--- src/adc_seq_pkg.sv ---
// shared constants and types for the converter sequencer and its controller
package adc_seq_pkg;

  // ***********************************************************************
  // clock period in ns, conversion timing in core_clk periods, counter width
  // ***********************************************************************
  localparam int CLK_PERIOD_NS = 100;
  localparam int CYCLE_CLKS = 40002;
  localparam int INT_CLKS = 10000;
  localparam int DEINT_MAX_CLKS = 20001;
  localparam int CNT_W = 16;

  // ***********************************************************************
  // readout timing and result limits
  // ***********************************************************************
  localparam int NUM_DIGITS = 5;
  localparam int UPDATE_CLKS = 800;
  localparam int DIGIT_CLKS = UPDATE_CLKS / (NUM_DIGITS - 1);
  localparam int STROBE_POS = DIGIT_CLKS / 2;
  localparam int DIG_CNT_W = 8;
  localparam int UNDER_LIMIT = 1800;
  localparam int OVER_LIMIT = 19999;

  // ***********************************************************************
  // serial word framing
  // ***********************************************************************
  localparam int BAUD_DIV = 16;
  localparam int FRAME_BITS = 11;
  localparam logic [3:0] TAG_DIG5 = 4'h0;
  localparam logic [3:0] TAG_DIG4 = 4'h8;
  localparam logic [3:0] TAG_DIG3 = 4'h4;
  localparam logic [3:0] TAG_DIG2 = 4'hC;
  localparam logic [3:0] TAG_DIG1 = 4'h2;

  // ***********************************************************************
  // controller register map, byte offsets
  // ***********************************************************************
  localparam logic [7:0] CTRL_OFF = 8'h00;
  localparam logic [7:0] STATUS_OFF = 8'h04;
  localparam logic [7:0] DATA_OFF = 8'h08;
  localparam logic [7:0] IRQ_STAT_OFF = 8'h0C;
  localparam logic [7:0] IRQ_CLR_OFF = 8'h10;
  localparam logic [7:0] IRQ_EN_OFF = 8'h14;
  localparam int CTRL_FREE_BIT = 0;
  localparam int CTRL_GO_BIT = 1;
  localparam int IRQ_DONE_BIT = 0;
  localparam int IRQ_RANK2_BIT = 1;
  localparam logic CTRL_FREE_RST = 1'b0;
  localparam logic [1:0] IRQ_EN_RST = 2'h0;

  typedef enum logic [1:0] {
    PH_HOLD,
    PH_SIG_INT,
    PH_DEINT,
    PH_ZERO
  } phase_t;

endpackage

--- src/adc_link_if.sv ---
// link between the converter sequencer and its outside logic
`timescale 1ns/1ps
`default_nettype none
interface adc_link_if;
  logic run_hold;
  logic busy;
  logic strobe_n;
  logic [4:0] digit_sel;
  logic [3:0] bcd;
  logic polarity;
  logic over_range;
  logic under_range;

  modport dev (
    input run_hold,
    output busy, strobe_n, digit_sel, bcd, polarity, over_range, under_range
  );
  modport ctl (
    output run_hold,
    input busy, strobe_n, digit_sel, bcd, polarity, over_range, under_range
  );
endinterface
`default_nettype wire

--- src/adc_seq_dev.sv ---
// dual-slope conversion sequencer with multiplexed bcd readout
//
// Summary of operation
// - full cycle is exactly 40,002 clocks
// - signal integration lasts fixed 10,000 clocks
// - de-integration length follows the input level
// - strobe sits mid-digit, data stable around it
// - 800-clock update, top digit new first
// - digit selects are one-hot, five positions
// - over-range may blank all digit selects
// - run/hold high starts a new conversion
// - busy falls when a conversion ends
// - outside second rank loads on top select
// - transmitter sends one word per strobe
// - upper nibble tags the digit position
// - polarity selects even parity of word
// - request mode overlays flags on top word
// - each word ends before next strobe
// - five strobes right after busy falls
// - range flags set when busy ends
// - under clears at integrate, over at de-integrate
//
// The register offsets and the APB interface to the registers were chosen for this implementation.
`timescale 1ns/1ps
`default_nettype none
module adc_seq_dev #(
  parameter int CYCLE_CLKS = adc_seq_pkg::CYCLE_CLKS,
  parameter int INT_CLKS = adc_seq_pkg::INT_CLKS,
  parameter int DEINT_MAX_CLKS = adc_seq_pkg::DEINT_MAX_CLKS
) (
  // clock, reset, enable
  input wire logic core_clk,
  input wire logic rst,
  input wire logic clk_en,
  // analog front end pins
  input wire logic comp_pin,
  input wire logic sign_pin,
  output logic [1:0] phase,
  // link to outside logic
  adc_link_if.dev link
);

  // ***********************************************************************
  // pin synchronisers
  // ***********************************************************************
  logic comp_meta_q, comp_q, sign_meta_q, sign_q;

  always_ff @(posedge core_clk) begin
    if (rst) begin
      comp_meta_q <= 1'b0;
      comp_q <= 1'b0;
      sign_meta_q <= 1'b0;
      sign_q <= 1'b0;
    end else if (clk_en) begin
      comp_meta_q <= comp_pin;
      comp_q <= comp_meta_q;
      sign_meta_q <= sign_pin;
      sign_q <= sign_meta_q;
    end
  end

  // ***********************************************************************
  // conversion phases
  // ***********************************************************************
  adc_seq_pkg::phase_t phase_q;
  logic [adc_seq_pkg::CNT_W-1:0] cyc_q, deint_q;
  logic cyc_last, int_last, deint_done, end_conv;

  assign cyc_last = (cyc_q == adc_seq_pkg::CNT_W'(CYCLE_CLKS - 1));
  assign int_last = (cyc_q == adc_seq_pkg::CNT_W'(INT_CLKS - 1));
  // crossing or time-out ends de-integration
  assign deint_done = !comp_q ||
    (deint_q == adc_seq_pkg::CNT_W'(DEINT_MAX_CLKS - 1));
  assign end_conv = (phase_q == adc_seq_pkg::PH_DEINT) && deint_done;
  assign phase = phase_q;

  always_ff @(posedge core_clk) begin
    if (rst) begin
      phase_q <= adc_seq_pkg::PH_HOLD;
    end else if (clk_en) begin
      case (phase_q)
        adc_seq_pkg::PH_HOLD: begin
          if (link.run_hold) begin
            phase_q <= adc_seq_pkg::PH_SIG_INT;
          end
        end
        adc_seq_pkg::PH_SIG_INT: begin
          if (int_last) begin
            phase_q <= adc_seq_pkg::PH_DEINT;
          end
        end
        adc_seq_pkg::PH_DEINT: begin
          if (deint_done) begin
            phase_q <= adc_seq_pkg::PH_ZERO;
          end
        end
        adc_seq_pkg::PH_ZERO: begin
          if (cyc_last) begin
            phase_q <= link.run_hold ? adc_seq_pkg::PH_SIG_INT
                                     : adc_seq_pkg::PH_HOLD;
          end
        end
        default: begin
          phase_q <= adc_seq_pkg::PH_HOLD;
        end
      endcase
    end
  end

  // cycle count from integrate start, wraps at the cycle length
  always_ff @(posedge core_clk) begin
    if (rst) begin
      cyc_q <= '0;
    end else if (clk_en) begin
      if (phase_q == adc_seq_pkg::PH_HOLD || cyc_last) begin
        cyc_q <= '0;
      end else begin
        cyc_q <= cyc_q + 1'b1;
      end
    end
  end

  // ***********************************************************************
  // de-integration count, binary and bcd
  // ***********************************************************************
  logic [3:0] cnt_bcd_q [adc_seq_pkg::NUM_DIGITS];
  logic [3:0] res_q [adc_seq_pkg::NUM_DIGITS];
  logic [adc_seq_pkg::NUM_DIGITS-1:0] carry;
  always_comb begin
    carry[0] = 1'b1;
    for (int i = 1; i < adc_seq_pkg::NUM_DIGITS; i++)
      carry[i] = carry[i-1] && (cnt_bcd_q[i-1] == 4'h9);
  end

  always_ff @(posedge core_clk) begin
    if (rst) begin
      deint_q <= '0;
    end else if (clk_en) begin
      if (phase_q == adc_seq_pkg::PH_SIG_INT) begin
        deint_q <= '0;
      end else if (phase_q == adc_seq_pkg::PH_DEINT && !deint_done) begin
        deint_q <= deint_q + 1'b1;
      end
    end
  end

  // decimal counter, index 0 is least significant
  always_ff @(posedge core_clk) begin
    if (rst || (clk_en && phase_q == adc_seq_pkg::PH_SIG_INT)) begin
      for (int i = 0; i < adc_seq_pkg::NUM_DIGITS; i++) begin
        cnt_bcd_q[i] <= 4'h0;
      end
    end else if (clk_en && phase_q == adc_seq_pkg::PH_DEINT &&
                 !deint_done) begin
      for (int i = 0; i < adc_seq_pkg::NUM_DIGITS; i++) begin
        if (carry[i]) begin
          cnt_bcd_q[i] <= (cnt_bcd_q[i] == 4'h9 &&
            i < adc_seq_pkg::NUM_DIGITS - 1) ? 4'h0 : cnt_bcd_q[i] + 4'h1;
        end
      end
    end
  end

  // result taken when busy falls
  always_ff @(posedge core_clk) begin
    if (rst) begin
      for (int i = 0; i < adc_seq_pkg::NUM_DIGITS; i++) begin
        res_q[i] <= 4'h0;
      end
    end else if (clk_en && end_conv) begin
      for (int i = 0; i < adc_seq_pkg::NUM_DIGITS; i++) begin
        res_q[i] <= cnt_bcd_q[i];
      end
    end
  end

  // ***********************************************************************
  // busy, polarity and range flags
  // ***********************************************************************
  always_ff @(posedge core_clk) begin
    if (rst) begin
      link.busy <= 1'b0;
    end else if (clk_en) begin
      link.busy <= (phase_q == adc_seq_pkg::PH_SIG_INT) ||
        (phase_q == adc_seq_pkg::PH_DEINT && !deint_done);
    end
  end

  always_ff @(posedge core_clk) begin
    if (rst) begin
      link.polarity <= 1'b0;
      link.under_range <= 1'b0;
      link.over_range <= 1'b0;
    end else if (clk_en) begin
      if (phase_q == adc_seq_pkg::PH_SIG_INT && int_last) begin
        link.polarity <= sign_q;
        link.over_range <= 1'b0;
      end
      if (phase_q != adc_seq_pkg::PH_SIG_INT &&
          link.run_hold && (phase_q == adc_seq_pkg::PH_HOLD || cyc_last)) begin
        link.under_range <= 1'b0;
      end
      if (end_conv) begin
        link.under_range <=
          (deint_q <= adc_seq_pkg::CNT_W'(adc_seq_pkg::UNDER_LIMIT));
        link.over_range <=
          (deint_q > adc_seq_pkg::CNT_W'(adc_seq_pkg::OVER_LIMIT));
      end
    end
  end

  // ***********************************************************************
  // digit scan and strobes
  // ***********************************************************************
  logic [2:0] idx_q, strobes_q;
  logic [adc_seq_pkg::DIG_CNT_W-1:0] dcnt_q;
  logic dig_last, strobe_now;

  assign dig_last =
    (dcnt_q == adc_seq_pkg::DIG_CNT_W'(adc_seq_pkg::DIGIT_CLKS - 1));
  assign strobe_now = (strobes_q != 3'h0) &&
    (dcnt_q == adc_seq_pkg::DIG_CNT_W'(adc_seq_pkg::STROBE_POS));

  // index 0 shows the top digit; restart at busy fall
  always_ff @(posedge core_clk) begin
    if (rst) begin
      idx_q <= 3'h0;
      dcnt_q <= '0;
    end else if (clk_en) begin
      if (end_conv) begin
        idx_q <= 3'h0;
        dcnt_q <= '0;
      end else if (dig_last) begin
        dcnt_q <= '0;
        idx_q <= (idx_q == 3'(adc_seq_pkg::NUM_DIGITS - 1)) ? 3'h0
                                                         : idx_q + 3'h1;
      end else begin
        dcnt_q <= dcnt_q + 1'b1;
      end
    end
  end

  always_ff @(posedge core_clk) begin
    if (rst) begin
      strobes_q <= 3'h0;
    end else if (clk_en) begin
      if (end_conv) begin
        strobes_q <= 3'(adc_seq_pkg::NUM_DIGITS);
      end else if (strobe_now) begin
        strobes_q <= strobes_q - 3'h1;
      end
    end
  end

  // outputs registered together so strobe, select and data stay aligned
  always_ff @(posedge core_clk) begin
    if (rst) begin
      link.strobe_n <= 1'b1;
      link.digit_sel <= 5'h00;
      link.bcd <= 4'h0;
    end else if (clk_en) begin
      link.strobe_n <= !strobe_now;
      link.bcd <= res_q[3'(adc_seq_pkg::NUM_DIGITS - 1) - idx_q];
      if ((end_conv ? (cnt_bcd_q[adc_seq_pkg::NUM_DIGITS-1] > 4'h1)
                    : link.over_range)) begin
        link.digit_sel <= 5'h00;
      end else begin
        link.digit_sel <= 5'h10 >> idx_q;
      end
    end
  end

endmodule
`default_nettype wire

--- src/flat_wrapper.sv ---
// flat-port wrapper written by rule: the top's interface ports become plain ports
module adc_seq_dev_flat 
#(
  parameter int CYCLE_CLKS = adc_seq_pkg::CYCLE_CLKS,
  parameter int INT_CLKS = adc_seq_pkg::INT_CLKS,
  parameter int DEINT_MAX_CLKS = adc_seq_pkg::DEINT_MAX_CLKS
)
  (core_clk, rst, clk_en, comp_pin, sign_pin, phase, link_run_hold, link_busy, link_strobe_n, link_digit_sel, link_bcd, link_polarity, link_over_range, link_under_range);
  adc_link_if link_i ();
  input wire logic core_clk;
  input wire logic rst;
  input wire logic clk_en;
  input wire logic comp_pin;
  input wire logic sign_pin;
  output logic [1:0] phase;
  input wire logic [$bits(link_i.run_hold)-1:0] link_run_hold;
  output wire logic [$bits(link_i.busy)-1:0] link_busy;
  output wire logic [$bits(link_i.strobe_n)-1:0] link_strobe_n;
  output wire logic [$bits(link_i.digit_sel)-1:0] link_digit_sel;
  output wire logic [$bits(link_i.bcd)-1:0] link_bcd;
  output wire logic [$bits(link_i.polarity)-1:0] link_polarity;
  output wire logic [$bits(link_i.over_range)-1:0] link_over_range;
  output wire logic [$bits(link_i.under_range)-1:0] link_under_range;
  assign link_i.run_hold = link_run_hold;
  assign link_busy = link_i.busy;
  assign link_strobe_n = link_i.strobe_n;
  assign link_digit_sel = link_i.digit_sel;
  assign link_bcd = link_i.bcd;
  assign link_polarity = link_i.polarity;
  assign link_over_range = link_i.over_range;
  assign link_under_range = link_i.under_range;
  adc_seq_dev #(.CYCLE_CLKS(CYCLE_CLKS), .INT_CLKS(INT_CLKS), .DEINT_MAX_CLKS(DEINT_MAX_CLKS)) u_core (.core_clk(core_clk), .rst(rst), .clk_en(clk_en), .comp_pin(comp_pin), .sign_pin(sign_pin), .phase(phase), .link(link_i));
endmodule
--- config.mk ---
export PLATFORM = sky130hd
export DESIGN_NAME = adc_seq_dev_flat
export DESIGN_NICKNAME = d
export VERILOG_FILES = /design/src/adc_seq_pkg.sv /design/src/adc_link_if.sv /design/src/adc_seq_dev.sv /design/src/flat_wrapper.sv
export SDC_FILE = /design/constraint.sdc
export NUM_CORES = 1
export LEC_CHECK = 0
export ABC_CLOCK_PERIOD_IN_PS = 2100
export BUFFER_PORTS_ARGS = -buffer_cell sky130_fd_sc_hd__buf_2
export CAP_MARGIN = 5
export CORE_MARGIN = 3
export CORE_UTILIZATION = 25
export CTS_BUF_LIST = sky130_fd_sc_hd__clkbuf_16
export CTS_CLUSTER_SIZE = 30
export DETAILED_ROUTE_END_ITERATION = 16
export PLACE_DENSITY = 0.39
export SLEW_MARGIN = 20
export SYNTH_ARGS = -nofsm -noshare
export SYNTH_HDL_FRONTEND = slang
export SYNTH_SLANG_ARGS = --single-unit
--- constraint.sdc ---
create_clock -name core_clk -period 2.1 [get_ports core_clk]
set_input_delay 0.315 -clock core_clk [delete_from_list [all_inputs] [get_ports core_clk]]
set_output_delay 0.315 -clock core_clk [all_outputs]
set_load 0.01 [all_outputs]
## Word level (Yosys, flattened, before mapping)

Memory sizes are Yosys's and may differ from the RTL's. A register that Yosys moved wholly into a read port is not among the register bits.
Cells that the tools add are included.

- Memory bits (writable): 40
- Memories: 2
- Register bits: 62

Memories:

| memory | depth | width | read ports | clocked after memory_dff | wr ports | line | RTL |
|---|---|---|---|---|---|---|---|
| u_core.cnt_bcd_q | 5 | 4 | 5 | 0 | 5 | adc_seq_dev.sv:126 | `logic [3:0] cnt_bcd_q [adc_seq_pkg::NUM_DIGITS];` |
| u_core.res_q | 5 | 4 | 1 | 1 | 5 | adc_seq_dev.sv:127 | `logic [3:0] res_q [adc_seq_pkg::NUM_DIGITS];` |

- Bitwise gates (word level): 10
- Multiplexer cells: 62
- $add $sub $neg: 11
- Reductions and logical operators: 34
- Shift-type cells: 1
- Order comparisons: 3
- Equal/unequal tests: 18

Operators by type and width:

| operator | number |
|---|---|
| $mux 4 | 14 |
| $mux 16 | 3 |
| $add 16x1->16 const B | 2 |
| $mux 1 | 32 |
| $add 4x1->4 const B | 5 |
| $eq 16x14->1 const B | 1 |
| $eq 16x15->1 const B | 1 |
| $eq 16x16->1 const B | 1 |
| $eq 4x4->1 const B | 4 |
| $gt 16x15->1 const B | 1 |
| $le 16x11->1 const B | 1 |
| $mux 8 | 2 |
| $mux 3 | 5 |
| $logic_and 1x1->1 | 13 |
| $reduce_and 2->1 | 6 |
| $or 1x1->1 | 10 |
| $reduce_bool 2->1 | 5 |
| $add 8x1->8 const B | 1 |
| $eq 8x7->1 const B | 1 |
| $eq 8x8->1 const B | 1 |
| $mux 2 | 4 |
| $ne 2x1->1 const B | 4 |
| $pmux 2 s4 | 1 |
| $mux 5 | 1 |
| 14 further kinds | 20 |

## Logic depth before layout (Yosys ltp)

An unclocked memory read counts as a cell.

- Word-level depth: 10
- Gate-level depth with buffers: 8
- Depth with buffers taken out: 7

## Least setup slack after synthesis

OpenSTA, ideal clock, no wires.

- Path kind: register to register
- From: register u_core.phase_q[0] (netlist: u_core.phase[0])
- To: memory u_core.cnt_bcd_q[2][2] (netlist: u_core.cnt_bcd_q[0][10]), enable pin
- Arrival: 1.854 ns
- Cell stages (with the launch flop): 8
- Library setup time: 0.373 ns
- Period minus slack after synthesis: 2.227 ns
- Slack: -0.127 ns
- Buffers on the path: 0
- Cells stage by stage: dfxtp_1 inv_1 ha_1 and2_0 nand2_1 a21oi_1 nand2_1 o31ai_1

RTL lines:

| item | line | RTL |
|---|---|---|
| start, declared | adc_seq_dev.sv:65 | `adc_seq_pkg::phase_t phase_q;` |
| start signal, assigned | adc_seq_dev.sv:79 | `phase_q <= adc_seq_pkg::PH_HOLD;` |
| start signal, assigned | adc_seq_dev.sv:84 | `phase_q <= adc_seq_pkg::PH_SIG_INT;` |
| start signal, assigned | adc_seq_dev.sv:89 | `phase_q <= adc_seq_pkg::PH_DEINT;` |
| end, declared | adc_seq_dev.sv:126 |  |

## Worst setup path after layout

- From: register u_core.cyc_q[4] in the netlist's numbering
- To: register u_core.phase_q[1] (netlist: u_core.phase[1])

- Longest elaborated chain between the ends: 3

RTL lines:

| item | line | RTL |
|---|---|---|
| start, declared | adc_seq_dev.sv:66 | `logic [adc_seq_pkg::CNT_W-1:0] cyc_q, deint_q;` |
| start signal, assigned | adc_seq_dev.sv:118 | `cyc_q <= cyc_q + 1'b1;` |
| $eq 16x14->1 or $eq 16x16->1 (tied branches) | adc_seq_dev.sv:70, adc_seq_dev.sv:69 |  |
| $ne 2x1->1 (no line) | -- |  |
| $reduce_and 5->1 (no line) (*) | -- |  |

Every way passes the cells marked *; elsewhere a longest branch is shown, timed or not.
A chain may end at the register's enable or synchronous reset.

==> impl_metrics.sql <==
INSERT INTO impl_metrics (metric_group, metric, value, unit) VALUES
('logic_synthesis', 'async_set_or_reset_flop_fraction_in_the_synthesized_netlist', '0', '%'),
('worst_setup_path', 'timing.critical_path.cells', 'or4_4, or4_4, o2bb2ai_4, buf_6, nor3_4, mux2i_1', ''),
('grt', 'grt_usage', '10.8', '%'),
('worst_setup_path', 'critPathMaxFanout', '2', ''),
('sta', 'fin_crit', '2100', 'ps'),
('final_layout', 'final.fill_count', '2121', ''),
('sta', 'setup_viol_count_final', '0', ''),
('sta', 'rsz_0062_raised_after_global_routing', 'yes', ''),
('grt', 'pin_count_of_the_biggest_net_entering_global_routing', '23', ''),
('routing', 'vias', '3980', ''),
('grt', 'antenna_found_initial', '0', ''),
('cts', 'clock_tree.root_cell', 'clkbuf_16', ''),
('cts', 'cts_post_setup_buffers_inserted', '0', ''),
('routing', 'drtPass1Iterations', '4', ''),
('logic_synthesis', 'synth-edff-count', '40', ''),
('die', 'chipHeight', '152', 'um'),
('final_layout', 'number_of_diodes', '0', ''),
('run_status', 'status', 'finished clean', ''),
('sta', 'fin_crit_sh', '100', '%'),
('logic_synthesis', 'syn_area_per_cell', '9.92', 'sq um'),
('final_layout', 'register_area', '2520', 'sq um'),
('die', 'dieArea', '23200', 'sq um'),
('worst_setup_path', 'critical_path.top_delay_family', 'simple AND/OR/NAND/NOR gates', ''),
('cts', 'worst_setup_hold_path_clk_slew', '70', 'ps'),
('routing', 'postRouteAntennaNets', '0', ''),
('power', 'p_per_area', '687', 'nW/um^2'),
('logic_synthesis', 'synth_area_leaders', 'dfxtp_1 (25%), edfxtp_1 (22%), ha_1 (7.3%)', ''),
('worst_setup_path', 'critPathKind', 'reg -> reg', ''),
('routing', 'postRouteWirelength', '12200', 'um'),
('logic_synthesis', 'synth-seq-cells', '106', ''),
('logic_synthesis', 'netlist.top_cell.by_area', 'dfxtp_1', ''),
('cts', 'cts_tree', 'built', ''),
('grt', 'grt.overflow.total', '0', ''),
('power', 'total_leakage_power', '2.51', 'nW'),
('sta', 'timing.clock.skew', '11.3', 'ps'),
('sta', 'maxClockFrequency', '476', 'MHz'),
('sta', 'hold_viol', '0', ''),
('final_layout', 'multi_input_comb_area', '2710', 'sq um'),
('final_layout', 'area.growth.synth_to_final', '22.6', '%'),
('worst_setup_path', 'timing.critical_path.buf_inv', '1', ''),
('place', 'globalplace.congestion', '0.768', ''),
('logic_synthesis', 'yosysSeqAreaShare', '47.2', '%'),
('final_layout', 'final_util', '31.8', '%'),
('worst_setup_path', 'timing.critical_path.arrival', '2380', 'ps'),
('logic_synthesis', 'post_synth_inst_count', '539', ''),
('die', 'ios', '22', ''),
('cts', 'cts.sinks', '106', ''),
('die', 'placementRows', '52', ''),
('worst_setup_path', 'critical_path.endpoint_type', 'register', ''),
('sta', 'setup_total_negative_slack', '0', 'ps'),
('routing', 'drt_iter0_markers', '139', ''),
('place', 'hpwl', '9180', 'um'),
('logic_synthesis', 'synth_ff_type', 'dfxtp_1', ''),
('worst_setup_path', 'critical_path.slowest_cell', 'or4_4', ''),
('power', 'vdd_ir_drop_max', '0.000373', 'V'),
('final_layout', 'drive_above_1_share', '18.6', '%'),
('logic_synthesis', 'synth.lib_cells_used.distinct', '57', ''),
('run', 'max_cap_violations', '0', ''),
('worst_setup_path', 'cp.required', '2380', 'ps'),
('min_path', 'timing.hold.worst.class', 'in -> reg', ''),
('cts', 'tritoncts.num_buffers', '9', ''),
('logic_synthesis', 'synth_largest_type_area_fraction', '24.7', '%'),
('place', 'place.detailed.instances', '868', ''),
('grt', 'first_global_vias', '3962', ''),
('die', 'coreArea', '20600', 'sq um'),
('final_layout', 'fin_cells', '884', ''),
('power', 'power', '0.00451', 'W'),
('logic_synthesis', 'post_synth_instance_area', '5350', 'sq um'),
('place', 'buffer_ports.inserted', '21', ''),
('worst_setup_path', 'cpPeakStageDelay', '570', 'ps'),
('cts', 'cts_htree_levels', '3', '');
==> timing repair <==
action / 4_1_cts / 5_1_grt
pin swaps: 4 / 0
endpoints found under the hold margin: 0 / 0
setup endpoints to repair: 2 / 47
gates resized for setup: 4 / 9
==> sequential cells by signal (all words and copies together), names as in the netlist, 2 cells and up <==
register and count:
u_core.cnt_bcd_q 20, u_core.res_q 20, u_core.cyc_q 16, u_core.deint_q 16, u_core.dcnt_q 8, u_core.link.digit_sel 5
u_core.link.bcd 4, u_core.idx_q 3, u_core.strobes_q 3, u_core.phase 2
==> worst paths after layout <==
| path | start | endpoint | cells past startpoint |
|---|---|---|---|
| max | u_core.cyc_q[4]$_SDFFE_PP0P_ | u_core.phase[1]$_SDFFE_PP0P_ | 6 |
| min reg2reg | u_core.sign_q$_SDFFE_PP0P_ | u_core.link.polarity$_SDFFE_PP0P_ | 2 |
| max reg2reg | u_core.cyc_q[4]$_SDFFE_PP0P_ | u_core.phase[1]$_SDFFE_PP0P_ | 6 |
| min | sign_pin | u_core.sign_meta_q$_SDFFE_PP0P_ | 3 |
==> synth_stat cells (all sizes together) (15+ instances only) <==
cell    number
xnor2       20
edfxtp      40
a21oi       23
nor2        68
dfxtp       66
nand2       37
o21ai       15
nand3       16
ha          31
xor2        17
and2        25
inv         28
==> per-layer routing <==
metal	GRT usage [%]	routed length [um]
met1	15.0	6230
met2	16.8	5460
met4	3.08	162
met3	2.56	328
met5	0	0
==> cell usage in the layout (no fill, tap or decap), types with 3 or more instances in the layout <==
cell        n
o21ai_0    13
mux4_2      4
and3b_1     3
xor2_1     17
nor2_1     68
clkbuf_16   9
and2_1     24
or3_1       6
buf_2      21
nand3_1    16
nand3b_1    6
buf_4      51
a211oi_1   10
a221o_1     5
nor3_1     12
nand2b_1   10
nor3b_1     3
and4_1      5
mux2i_1    13
nand4_1     8
edfxtp_1   40
ha_1       31
and3_1      8
dfxtp_1    64
a21oi_1    22
xnor2_1    20
nor4_1      4
nand2_1    37
inv_1      28
==> final cells by class <==
class,count,share of cell area (%)
tap,270,5.15
clock inverter,7,1.53
sequential,106,38.5
clock buffer,9,3.44
inverter,28,1.60
timing repair buffer,76,8.40
multi-input combinational,388,41.4
==> cells by family (layout without fill, tap and decap cells) <==
family,Yosys count,count (layout),share of synthesized area [%]
fa+ha+maj,31,31,7.25
flops,106,106,47.2
buf+inv,45,120,3.16
mux,18,18,4.33
simple gates,228,228,22.6
xor+xnor,37,37,6.06
compound gates,74,74,9.45
==> power by group <==
group	switching, W	internal, W	total, W	leakage (nW)
logic	0.000206	0.000161	0.000368	1.41
clock network	0.000827	0.00106	0.00189	0.156
registers	0.0000514	0.00220	0.00225	0.951
==> metrics by stage <==
step	setup WS, ps	hold slack [ps]	instance area [sq um]
detailed placement	-89.3	457	6170
CTS	-23.4	196	6520
global route	-90.7	230	6560
finish	0.886	206	6560
global placement	-76.0	450	6170
floorplan	-49.8	431	5360
==> worst register-to-register path: stages (launching register included) <==
cell       delay, ps
dfxtp_2          320
or4_4            530
or4_4            570
o2bb2ai_4        150
buf_6            120
nor3_4           150
mux2i_1          200
(Power assumes the default switching activity.)
